--- src/common/rom_pkg.sv ---
// Purpose: Constants for the relay override and motion monitor block
// Assumes: 25 MHz pclk, APB register access
// Notes:   Functional notes below
package rom_pkg;
    // ------------------------------------------------------------
    // Register offsets
    // ------------------------------------------------------------
    localparam logic [7:0] OFS_CTRL    = 8'h00;
    localparam logic [7:0] OFS_MODE    = 8'h04;
    localparam logic [7:0] OFS_DELAY   = 8'h08;
    localparam logic [7:0] OFS_STILL   = 8'h0C;
    localparam logic [7:0] OFS_STATUS  = 8'h10;
    // ------------------------------------------------------------
    // Field positions
    // ------------------------------------------------------------
    localparam int CTRL_SEL_LSB   = 0;   // output select, 4 bits
    localparam int CTRL_PAT_LSB   = 4;   // action pattern, 3 bits
    localparam int CTRL_OPOL_LSB  = 8;   // output polarity, 3 bits
    localparam int CTRL_KEYF_LSB  = 12;  // up key function, 4 bits
    localparam int CTRL_IN1F_LSB  = 16;  // input one function, 4 bits
    localparam int CTRL_IN1P_BIT  = 20;  // input one polarity
    localparam int MODE_M1_LSB    = 0;   // output one mode, 2 bits
    localparam int MODE_M2_LSB    = 4;
    localparam int MODE_M3_LSB    = 8;
    // ------------------------------------------------------------
    // Codes and reset values
    // ------------------------------------------------------------
    localparam logic [3:0] FUNC_ACTION  = 4'h2;
    localparam logic [3:0] FUNC_MONITOR = 4'hC;
    localparam logic [3:0] SEL_FREEZE   = 4'h8;
    localparam logic [1:0] MODE_OVER    = 2'h0;
    localparam logic [1:0] MODE_UNDER   = 2'h1;
    localparam logic [31:0] CTRL_RST    = 32'h0000_0000;
    localparam logic [31:0] MODE_RST    = 32'h0000_0110;
    // ------------------------------------------------------------
    // Timing
    // ------------------------------------------------------------
    localparam int CLK_MHZ        = 25;
    localparam int DELAY_MS_RST   = 100;
    localparam int STILL_MS_RST   = 1000;
    localparam logic [31:0] DELAY_CYC_RST = 32'(DELAY_MS_RST * CLK_MHZ * 1000);
    localparam logic [31:0] STILL_CYC_RST = 32'(STILL_MS_RST * CLK_MHZ * 1000);
    typedef enum logic [2:0] {
        ROM_IDLE = 3'b001,
        ROM_RUN  = 3'b010,
        ROM_STOP = 3'b100
    } rom_mon_e;
endpackage

--- src/logic/rom_top.sv ---
// Purpose: Output override, freeze and command monitor
// Assumes: Threshold and standstill levels synchronous to pclk
// Notes:   Registers over APB, zero wait states
`timescale 1ns/1ps
module rom_top (
    // Clock and reset
    input  wire logic        pclk,
    input  wire logic        presetn,
    // APB
    input  wire logic        psel,
    input  wire logic        penable,
    input  wire logic        pwrite,
    input  wire logic [7:0]  paddr,
    input  wire logic [31:0] pwdata,
    output logic      [31:0] prdata,
    output logic             pready,
    output logic             pslverr,
    // Front key and remote input
    input  wire logic        key_up,
    input  wire logic        control_input_one,
    // Comparator side
    input  wire logic [2:0]  thr_active,
    input  wire logic        speed_moving,
    input  wire logic        speed_below_low,
    input  wire logic        standstill,
    // Outputs
    output logic             switch_output_one,
    output logic             switch_output_two,
    output logic             switch_output_three,
    output logic             motion_disabled_ind
);
    // ------------------------------------------------------------
    // Registers and synchroniser
    // ------------------------------------------------------------
    logic [31:0] ctrl_reg, mode_reg, delay_reg, still_reg, status;
    logic [31:0] prdata_c;
    logic        pready_c, pslverr_c;
    logic [31:0] prdata_reg;
    logic        pready_reg, pslverr_reg, en_edge;
    logic [1:0]  sync_q;
    logic [2:0]  out_reg, out_next, frz_reg, comp;
    logic        alarm_reg, alarm_next, en_prev_reg, mon_on;
    logic        act, freeze, en_lvl, trig_key, trig_in;
    logic [31:0] dly_cnt_reg, still_cnt_reg;
    logic [3:0]  sel;
    logic [2:0]  pat, opol;
    logic [2:0]  under_sel;
    rom_pkg::rom_mon_e st_reg;

    rom_apb u_apb (
        .pclk      (pclk),
        .presetn   (presetn),
        .psel      (psel),
        .penable   (penable),
        .pwrite    (pwrite),
        .paddr     (paddr),
        .pwdata    (pwdata),
        .prdata    (prdata_c),
        .pready    (pready_c),
        .pslverr   (pslverr_c),
        .status    (status),
        .ctrl_reg  (ctrl_reg),
        .mode_reg  (mode_reg),
        .delay_reg (delay_reg),
        .still_reg (still_reg)
    );
    rom_sync #(.W(2)) u_sync (
        .pclk    (pclk),
        .presetn (presetn),
        .d       ({control_input_one, key_up}),
        .q       (sync_q)
    );

    // ------------------------------------------------------------
    // Registered bus answer
    // ------------------------------------------------------------
    // Taken in the setup cycle, stands through the access cycle
    always_ff @(posedge pclk or negedge presetn) begin
        if (!presetn) begin
            prdata_reg  <= 32'h0000_0000;
            pready_reg  <= 1'b0;
            pslverr_reg <= 1'b0;
        end else if (psel && !penable) begin
            prdata_reg  <= prdata_c;
            pready_reg  <= pready_c;
            pslverr_reg <= pslverr_c;
        end else begin
            prdata_reg  <= 32'h0000_0000;
            pready_reg  <= 1'b0;
            pslverr_reg <= 1'b0;
        end
    end
    assign prdata  = prdata_reg;
    assign pready  = pready_reg;
    assign pslverr = pslverr_reg;
    assign status  = {26'h0, alarm_reg, motion_disabled_ind, out_reg[2], out_reg[1], out_reg[0], mon_on};

    // ------------------------------------------------------------
    // Command decode
    // ------------------------------------------------------------
    assign sel      = ctrl_reg[rom_pkg::CTRL_SEL_LSB +: 4];
    assign pat      = ctrl_reg[rom_pkg::CTRL_PAT_LSB +: 3];
    assign opol     = ctrl_reg[rom_pkg::CTRL_OPOL_LSB +: 3];
    assign trig_key = (ctrl_reg[rom_pkg::CTRL_KEYF_LSB +: 4] == rom_pkg::FUNC_ACTION) && sync_q[0];
    assign trig_in  = (ctrl_reg[rom_pkg::CTRL_IN1F_LSB +: 4] == rom_pkg::FUNC_ACTION) && sync_q[1];
    assign act      = trig_key || trig_in;
    assign freeze   = act && (sel == rom_pkg::SEL_FREEZE);
    assign mon_on   = ctrl_reg[rom_pkg::CTRL_IN1F_LSB +: 4] == rom_pkg::FUNC_MONITOR;
    assign en_lvl   = sync_q[1] ^ ctrl_reg[rom_pkg::CTRL_IN1P_BIT];
    assign en_edge  = mon_on && (en_lvl != en_prev_reg);

    // Underspeed output select per mode field
    genvar g;
    generate
        for (g = 0; g < 3; g++) begin : g_under
            assign under_sel[g] = mode_reg[4*g +: 2] == rom_pkg::MODE_UNDER;
        end
    endgenerate

    // ------------------------------------------------------------
    // Command monitor
    // ------------------------------------------------------------
    always_ff @(posedge pclk or negedge presetn) begin
        if (!presetn) begin
            en_prev_reg <= 1'b0;
        end else begin
            en_prev_reg <= en_lvl;
        end
    end

    always_ff @(posedge pclk or negedge presetn) begin
        if (!presetn) begin
            st_reg        <= rom_pkg::ROM_IDLE;
            dly_cnt_reg   <= 32'h0000_0000;
            still_cnt_reg <= 32'h0000_0000;
        end else if (!mon_on) begin
            st_reg        <= rom_pkg::ROM_IDLE;
            dly_cnt_reg   <= 32'h0000_0000;
            still_cnt_reg <= 32'h0000_0000;
        end else if (en_lvl != en_prev_reg) begin
            st_reg        <= en_lvl ? rom_pkg::ROM_RUN : rom_pkg::ROM_STOP;
            dly_cnt_reg   <= delay_reg;
            still_cnt_reg <= still_reg;
        end else begin
            case (st_reg)
                rom_pkg::ROM_IDLE: begin
                    st_reg        <= en_lvl ? rom_pkg::ROM_RUN : rom_pkg::ROM_STOP;
                    dly_cnt_reg   <= delay_reg;
                    still_cnt_reg <= still_reg;
                end
                default: st_reg <= st_reg;
            endcase
            if (dly_cnt_reg != 32'h0000_0000) dly_cnt_reg <= dly_cnt_reg - 32'h0000_0001;
            if (still_cnt_reg != 32'h0000_0000) still_cnt_reg <= still_cnt_reg - 32'h0000_0001;
        end
    end

    always_comb begin
        alarm_next = 1'b0;
        case (st_reg)
            rom_pkg::ROM_RUN:
                alarm_next = (dly_cnt_reg == 32'h0000_0000) && (!speed_moving || speed_below_low);
            rom_pkg::ROM_STOP: begin
                if (still_cnt_reg == 32'h0000_0000 && !standstill) alarm_next = 1'b1;
                if (dly_cnt_reg == 32'h0000_0000 && speed_moving && still_cnt_reg == 32'h0000_0000)
                    alarm_next = 1'b1;
            end
            default: alarm_next = 1'b0;
        endcase
        if (!mon_on || en_edge) alarm_next = 1'b0;
    end

    always_ff @(posedge pclk or negedge presetn) begin
        if (!presetn) begin
            alarm_reg           <= 1'b0;
            motion_disabled_ind <= 1'b0;
        end else begin
            alarm_reg           <= alarm_next;
            motion_disabled_ind <= mon_on && !en_lvl;
        end
    end

    // ------------------------------------------------------------
    // Output override and freeze
    // ------------------------------------------------------------
    always_comb begin
        for (int i = 0; i < 3; i++) begin
            comp[i] = (thr_active[i] || (mon_on && under_sel[i] && alarm_reg)) ^ opol[i];
        end
        out_next = comp;
        if (freeze) begin
            out_next = frz_reg;
        end else if (act) begin
            for (int i = 0; i < 3; i++) begin
                if (sel[i]) out_next[i] = pat[i];
            end
        end
    end

    always_ff @(posedge pclk or negedge presetn) begin
        if (!presetn) begin
            out_reg <= 3'h0;
            frz_reg <= 3'h0;
        end else begin
            out_reg <= out_next;
            if (!freeze) frz_reg <= out_next;
        end
    end
    assign switch_output_one   = out_reg[0];
    assign switch_output_two   = out_reg[1];
    assign switch_output_three = out_reg[2];
endmodule

--- src/logic/rom_sync.sv ---
// Purpose: Two flip-flop synchroniser per bit
// Assumes: Asynchronous inputs
// Notes:   First stage read only by second
`timescale 1ns/1ps
module rom_sync #(
    parameter int W = 2
) (
    // Clock and reset
    input  wire logic         pclk,
    input  wire logic         presetn,
    // Data
    input  wire logic [W-1:0] d,
    output logic      [W-1:0] q
);
    logic [W-1:0] meta_reg;
    always_ff @(posedge pclk or negedge presetn) begin
        if (!presetn) begin
            meta_reg <= '0;
            q        <= '0;
        end else begin
            meta_reg <= d;
            q        <= meta_reg;
        end
    end
    generate
        if (W < 1) begin : g_bad_w
            $error("rom_sync needs W of at least 1");
        end
    endgenerate
endmodule

--- src/logic/rom_apb.sv ---
// Purpose: APB register file
// Assumes: Zero wait states, pslverr on unmapped address
// Notes:   Status is read only
`timescale 1ns/1ps
module rom_apb (
    // Clock and reset
    input  wire logic        pclk,
    input  wire logic        presetn,
    // APB
    input  wire logic        psel,
    input  wire logic        penable,
    input  wire logic        pwrite,
    input  wire logic [7:0]  paddr,
    input  wire logic [31:0] pwdata,
    output logic      [31:0] prdata,
    output logic             pready,
    output logic             pslverr,
    // Register values
    input  wire logic [31:0] status,
    output logic      [31:0] ctrl_reg,
    output logic      [31:0] mode_reg,
    output logic      [31:0] delay_reg,
    output logic      [31:0] still_reg
);
    logic acc;
    logic hit;
    assign acc = psel && penable;
    always_comb begin
        if (paddr == rom_pkg::OFS_CTRL) hit = 1'b1;
        else if (paddr == rom_pkg::OFS_MODE) hit = 1'b1;
        else if (paddr == rom_pkg::OFS_DELAY) hit = 1'b1;
        else if (paddr == rom_pkg::OFS_STILL) hit = 1'b1;
        else if (paddr == rom_pkg::OFS_STATUS) hit = 1'b1;
        else hit = 1'b0;
    end
    always_ff @(posedge pclk or negedge presetn) begin
        if (!presetn) begin
            ctrl_reg  <= rom_pkg::CTRL_RST;
            mode_reg  <= rom_pkg::MODE_RST;
            delay_reg <= rom_pkg::DELAY_CYC_RST;
            still_reg <= rom_pkg::STILL_CYC_RST;
        end else if (acc && pwrite) begin
            if (paddr == rom_pkg::OFS_CTRL) ctrl_reg <= pwdata;
            else if (paddr == rom_pkg::OFS_MODE) mode_reg <= pwdata;
            else if (paddr == rom_pkg::OFS_DELAY) delay_reg <= pwdata;
            else if (paddr == rom_pkg::OFS_STILL) still_reg <= pwdata;
        end
    end
    always_comb begin
        pready  = 1'b1;
        pslverr = psel && !hit;
        if (paddr == rom_pkg::OFS_CTRL) prdata = ctrl_reg;
        else if (paddr == rom_pkg::OFS_MODE) prdata = mode_reg;
        else if (paddr == rom_pkg::OFS_DELAY) prdata = delay_reg;
        else if (paddr == rom_pkg::OFS_STILL) prdata = still_reg;
        else if (paddr == rom_pkg::OFS_STATUS) prdata = status;
        else prdata = 32'h0000_0000;
    end
endmodule

--- config.mk ---
export PLATFORM = sky130hd
export DESIGN_NAME = rom_top
export DESIGN_NICKNAME = d
export VERILOG_FILES = /design/src/common/rom_pkg.sv /design/src/logic/rom_top.sv /design/src/logic/rom_sync.sv /design/src/logic/rom_apb.sv
export SDC_FILE = /design/constraint.sdc
export NUM_CORES = 1
export LEC_CHECK = 0
export BUFFER_PORTS_ARGS = -buffer_cell sky130_fd_sc_hd__buf_2
export CAP_MARGIN = 5
export CORE_MARGIN = 3
export CORE_UTILIZATION = 54
export CTS_CLUSTER_DIAMETER = 100
export DETAILED_ROUTE_END_ITERATION = 8
export PLACE_DENSITY_LB_ADDON = 0.3
export SLEW_MARGIN = 20
export SYNTH_ARGS = -nofsm -noshare
export SYNTH_HDL_FRONTEND = slang
export SYNTH_SLANG_ARGS = --single-unit
--- constraint.sdc ---
create_clock -name pclk -period 2.3 [get_ports pclk]
set_clock_uncertainty 0.15 [all_clocks]
set_input_delay 0 -clock pclk [delete_from_list [all_inputs] [get_ports pclk]]
set_output_delay 0 -clock pclk [all_outputs]
set_load 0.1 [all_outputs]
After elaboration in Yosys (flattened, before gate mapping)
Index checks and enable logic that the tools add are counted.

word-level totals
  register bits = 242
  bits in latches = 0
  RAM bits = 0
  bits in read-only memories = 0
  input port bits = 53
  memories kept = 0

cells by class
  $add $sub $neg = 2
  $mul = 0
  div/mod/pow operators = 0
  $lt $le $gt $ge = 0
  equality and inequality tests = 18
  shift operators = 0
  mux-type cells = 34
  bitwise gates (word level) = 7
  reductions and logical operators = 40

operator list
  cell                   number
  $mux 32                13
  $logic_not 32->1       2
  $reduce_bool 32->1     2
  $sub 32x1->32 const B  2
  $logic_and 1x1->1      19
  $mux 3                 6
  $eq 8x4->1 const B     2
  $mux 1                 13
  $eq 4x2->1 const B     2
  $eq 4x4->1 const B     2
  $eq 8x3->1 const B     1
  $eq 8x5->1 const B     1
  $logic_not 8->1        1
  $ne 4x1->1 const B     2
  $eq 2x1->1 const B     3
  $logic_not 1->1        6
  $logic_or 1x1->1       6
  $mux 6                 1
  $reduce_and 5->1       1
  $reduce_and 4->1       1
  $xor 1x1->1            4
  $eq 3x1->1 const B     1
  $eq 3x2->1 const B     1
  $eq 3x3->1 const B     1
  6 further kinds        8

Depth between registers and ports, before layout
  word-level depth = 9
  gate-level depth with buffers = 8
  mapped depth without buffers = 7

Modules after synthesis
From an unflattened synthesis, not the netlist that was laid out.

unflattened totals
  cells, all modules = 1064
  area total of the unflattened synthesis = 12111.6 um^2

modules (own cells, without submodules)
  module    times used  cells each  area each (um^2)
  rom_apb   1           511         6531.3
  rom_top   1           549         5480.3
  rom_sync  1           4           100.1

Worst setup path before layout
Ideal clock, no wire load.

  path type = register to register
  from = reg still_cnt_reg[26]
  to = reg alarm_reg
  setup time = 122 ps
  data arrival time = 1977 ps
  required time = 2028 ps
  path slack = 52 ps
  stages on the path, launching flop included = 7
  path buffers = 1
  clock period less this slack = 2248 ps
  cells stage by stage = dfrtp_1 or4_1 nand2b_1 buf_2 nor3_1 a32oi_1 a2111oi_1

on the way
  word-level cells in the longest chain between the ends = 6
  elaborated cells on any way between the ends = 7
  classes of those cells = mux: 4; reduce/logical: 3

ends and longest elaborated chain
  what                      RTL line                        RTL
  start: declaration        rom_top.sv:44                   logic [31:0] dly_cnt_reg, still_cnt_reg;
  start signal: assignment  rom_top.sv:143                  still_cnt_reg <= still_reg;
  start signal: assignment  rom_top.sv:149                  still_cnt_reg <= still_reg;
  start signal: assignment  rom_top.sv:154                  if (still_cnt_reg != 32'h0000_0000) still_cnt_reg <= still_cnt_reg - 32'h0000_0001;
  $logic_not 32->1 (*)      rom_top.sv:164, rom_top.sv:165
  $logic_and 1x1->1         rom_top.sv:164                  if (still_cnt_reg == 32'h0000_0000 && !standstill) alarm_next = 1'b1;
  $mux 1                    rom_top.sv:164
  $mux 1 (*)                rom_top.sv:165                  if (dly_cnt_reg == 32'h0000_0000 && speed_moving && still_cnt_reg == 32'h0000_0000)
  $pmux 1 s2 (*)            rom_top.sv:160                  case (st_reg)
  $mux 1 (*)                rom_top.sv:170                  if (!mon_on || en_edge) alarm_next = 1'b0;
  named net alarm_next      rom_top.sv:42                   logic alarm_reg, alarm_next, en_prev_reg, mon_on;
  end signal: assignment    rom_top.sv:178                  alarm_reg <= alarm_next;
  end: declaration          rom_top.sv:42

The timed path passes the listed nets; every way through them passes the cells marked *.
A chain may end at the register's enable or synchronous reset.

Worst setup path in the final report
  from = reg still_cnt_reg[30]
  to = reg still_cnt_reg[14]

on the way
  word-level cells in the longest chain between the ends = 4
  elaborated cells on any way between the ends = 5
  classes of those cells = eq/ne: 1; mux: 3; reduce/logical: 1

ends and longest elaborated chain
  what                    RTL line        RTL
  $reduce_bool 32->1 (*)  rom_top.sv:154
  $mux 32                 rom_top.sv:154
  $mux 32                 rom_top.sv:140  end else if (en_lvl != en_prev_reg) begin
  $mux 32                 rom_top.sv:136  end else if (!mon_on) begin

Mark *: on every way between the ends. The rest lies on a longest branch, timed or not.

==> results.json <==
{
  "synth_top_area_share_pct": 48.3,
  "synth_compound_area_share_pct": 11.5,
  "drv_slew": 0,
  "synth_cells": 953,
  "async_flop_share_pct": 100,
  "switchingPower_mw": 2.04,
  "rows": 52,
  "synth_edf_count": 0,
  "rr_startpoint": "still_cnt_reg[30]",
  "tightestPinTransition_ns": 0.488,
  "synth_ff_type": "dfrtp_1",
  "critPathCapture": "still_cnt_reg[14]",
  "antenna_cells": 0,
  "synthesis.nets": 1010,
  "slowest_delay_ns": 0.43,
  "timing.final.crit_period_ns": 2.30,
  "leakage_nw": 6.96,
  "netlist_top_cells_count": "dfrtp_1 (219), nor2_1 (97), mux2_2 (96)",
  "rr_worst_depth": 8,
  "netlist-cell-type-count": 55,
  "ys_seq_elements": 242,
  "hold_viol": 0,
  "cts_buffers": 25,
  "p_int_mw": 7.40,
  "sw_frac_of_total_pct": 21.6,
  "die_x_um": 151,
  "grt_pass1_wl_um": 46600,
  "ir_worst_vdd_mv": 0.642,
  "die_area_mm2": 0.0228,
  "clock_latency_ns": 0.55,
  "worstHoldStart": "standstill",
  "worstSetupPathType": "reg2reg",
  "ys_warn_count": 0,
  "required_ns": 2.56,
  "timing.critical_path.fanout_max": 13,
  "seqPwrFrac_pct": 46.1,
  "initialDrtViolationCount": 631,
  "ys_seq_area_share_pct": 53.7,
  "avgSynthCellArea_um2": 11.9,
  "clock_path_buffers": 3,
  "vias": 8678,
  "via_per_inst": 6.03,
  "worstSetupEndpointType": "flip-flop",
  "yosys.area_share.simple_pct": 10.9,
  "drv_cap": 0,
  "path_clk_slew_ns": 0.07,
  "grt_usage_pct": 25.8,
  "antenna_found_initial": 0,
  "final_layout_size_suffix_gt1_share_pct": 38.6,
  "drc_errors": 0,
  "postRouteAntennaNets": 0,
  "fin_nets": 1208,
  "globalplace.congestion": 0.902,
  "holdWs_ns": 0.0393,
  "synth_top_family_by_area": "multiplexers",
  "hp-class": "in2reg",
  "crit_buf_inv": 3,
  "crit_path_cell_trace": "nor4_4, buf_4, nand4_1, nor3_2, buf_4, a21o_2, clkbuf_16, a211oi_1",
  "final.period_utilization_pct": 99.8,
  "finalSetupViolations": 0,
  "grt_pass1_vias": 8775,
  "slew_headroom_pct": 67.3,
  "clock.fmax_ghz": 0.436,
  "cts_tree": "yes",
  "grt_max_degree": 63,
  "initial_core_util_pct": 55.5,
  "drt_first_pass_iters": 5,
  "wirelength_um": 29700,
  "status": "completed",
  "tns_ns": 0,
  "synth_area_leaders": "dfrtp_1 (48%), mux2_2 (9.5%), dfstp_2 (5.3%), mux2_4 (4.0%), xnor2_1 (3.9%)",
  "cts_root_buffer": "clkbuf_16",
  "dp_cells": 1333,
  "port_buffers": 90,
  "die_height_um": 151,
  "area.growth.synth_to_final_pct": 28.3,
  "synthMuxAreaShare_pct": 16.1,
  "path_common_cell": "buf_4",
  "rsz0062_at_grt": "true",
  "r2r_end": "still_cnt_reg[14]",
  "ios": 91,
  "fin_cells": 1440,
  "core_mm2": 0.0204,
  "start_kind": "flip-flop",
  "yosysTopAreaCell": "dfrtp_1",
  "wl_per_cell_um": 20.6,
  "crit_cells": 8,
  "htree_levels": 1,
  "synthXorXnorAreaFrac_pct": 4.85,
  "synth_fa_ha_area_share_pct": 0.442,
  "clkPwrFrac_pct": 49.0,
  "power_density_mw_per_mm2": 649,
  "overflow": 0,
  "syn_area_mm2": 0.0113,
  "crit_slowest_cell": "dfrtp_1",
  "arrival_ns": 2.56,
  "cts.sinks": 242,
  "crit_start": "still_cnt_reg[30]",
  "combPwrFrac_pct": 4.9,
  "r2r_setup_slack_ns": 0.005,
  "synth.most_common_cell": "dfrtp_1",
  "path_delay_family": "simple AND/OR/NAND/NOR gates",
  "dpl.hpwl_um": 19200
}
## power by group through the flow
stage / Sequential [mW] / Combinational [mW] / Clock [mW]
4_1_cts: 4.35 / 0.462 / 4.68
5_1_grt: 4.35 / 0.501 / 4.85
2_1_floorplan: 4.45 / 0.122 / 0
3_3_place_gp: 4.42 / 0.376 / 0
3_5_place_dp: 4.42 / 0.382 / 0
6_report: 4.35 / 0.462 / 4.63
## routing by layer
layer | up-vias | part of all wire [%] | GRT usage (%)
met1 | 4451 | 42 | 34.8
met5 | - | 0 | 0
met2 | 262 | 49 | 43.0
li1 | 3905 | - | -
met3 | 60 | 5.3 | 3.77
met4 | 0 | 2.8 | 8.48
## cell families (layout without fill, tap and decap cells)
family | after synthesis | after routing
adders and majority gates | 4 | 4
xor gates and xnor gates | 61 | 61
muxes | 155 | 155
buffers and inverters | 67 | 284
DFF | 242 | 242
and+or+nand+nor | 247 | 247
AOI/OAI and AO/OA | 177 | 177
## tightest hold or removal path, cell delays in order
cell	delay, ns
dlygate4sd3_1	0.53
buf_2	0.11
a2111oi_2	0.05
## stage by stage
step | worst slack, ns | power, mW | util, % | instance area (um2)
after global routing | -0.0658 | 9.70 | 71.2 | 14500
after global placement | -0.148 | 4.80 | 61.7 | 12600
after floorplan | 0.0519 | 4.57 | - | 11300
final | 0.00495 | 9.44 | 71.2 | 14500
after detailed placement | -0.170 | 4.80 | 61.7 | 12600
after CTS | 0.000142 | 9.49 | 69.4 | 14200
## area by class of cell
type,count,area (um2)
inverter,13,48.8
timing repair buffer,225,1820
clock buffer,32,682
multi-input combinational,644,5290
fill,1380,5890
sequential,242,6090
tap,270,338
clock inverter,14,270
## worst min path at each step
stage | endpoint | depth (start not counted)
final | alarm_reg | 3
after global routing | alarm_reg | 3
after CTS | alarm_reg | 3
after detailed placement | prdata[12] | 1
after global placement | prdata[12] | 1
after floorplan | alarm_reg | 0
## placed cells by master, fill, tap and decap left out, types with 26 or more instances in the layout
master	synthesis	final
mux2i_1	27	27
dfrtp_1	219	217
clkbuf_16	0	27
buf_4	0	64
xnor2_1	50	50
nor2_1	97	92
a211oi_1	57	50
nand2_1	28	27
buf_2	16	89
dlygate4sd3_1	0	54
mux2_2	96	96
a21oi_1	33	33
mux2_4	30	30
o221a_2	26	26
nor3_1	39	26
## what timing repair did
| item | in CTS | in global routing |
|---|---|---|
| pin swaps | 0 | 10 |
| setup endpoints to repair | 42 | 57 |
| buffers inserted | 2 | 2 |
| hold buffers | 55 | 0 |
| cloned | 0 | 2 |
| gates resized for setup | 5 | 57 |
| hold endpoints to repair | 386 | 0 |
Power figures use the tool's default switching activity.
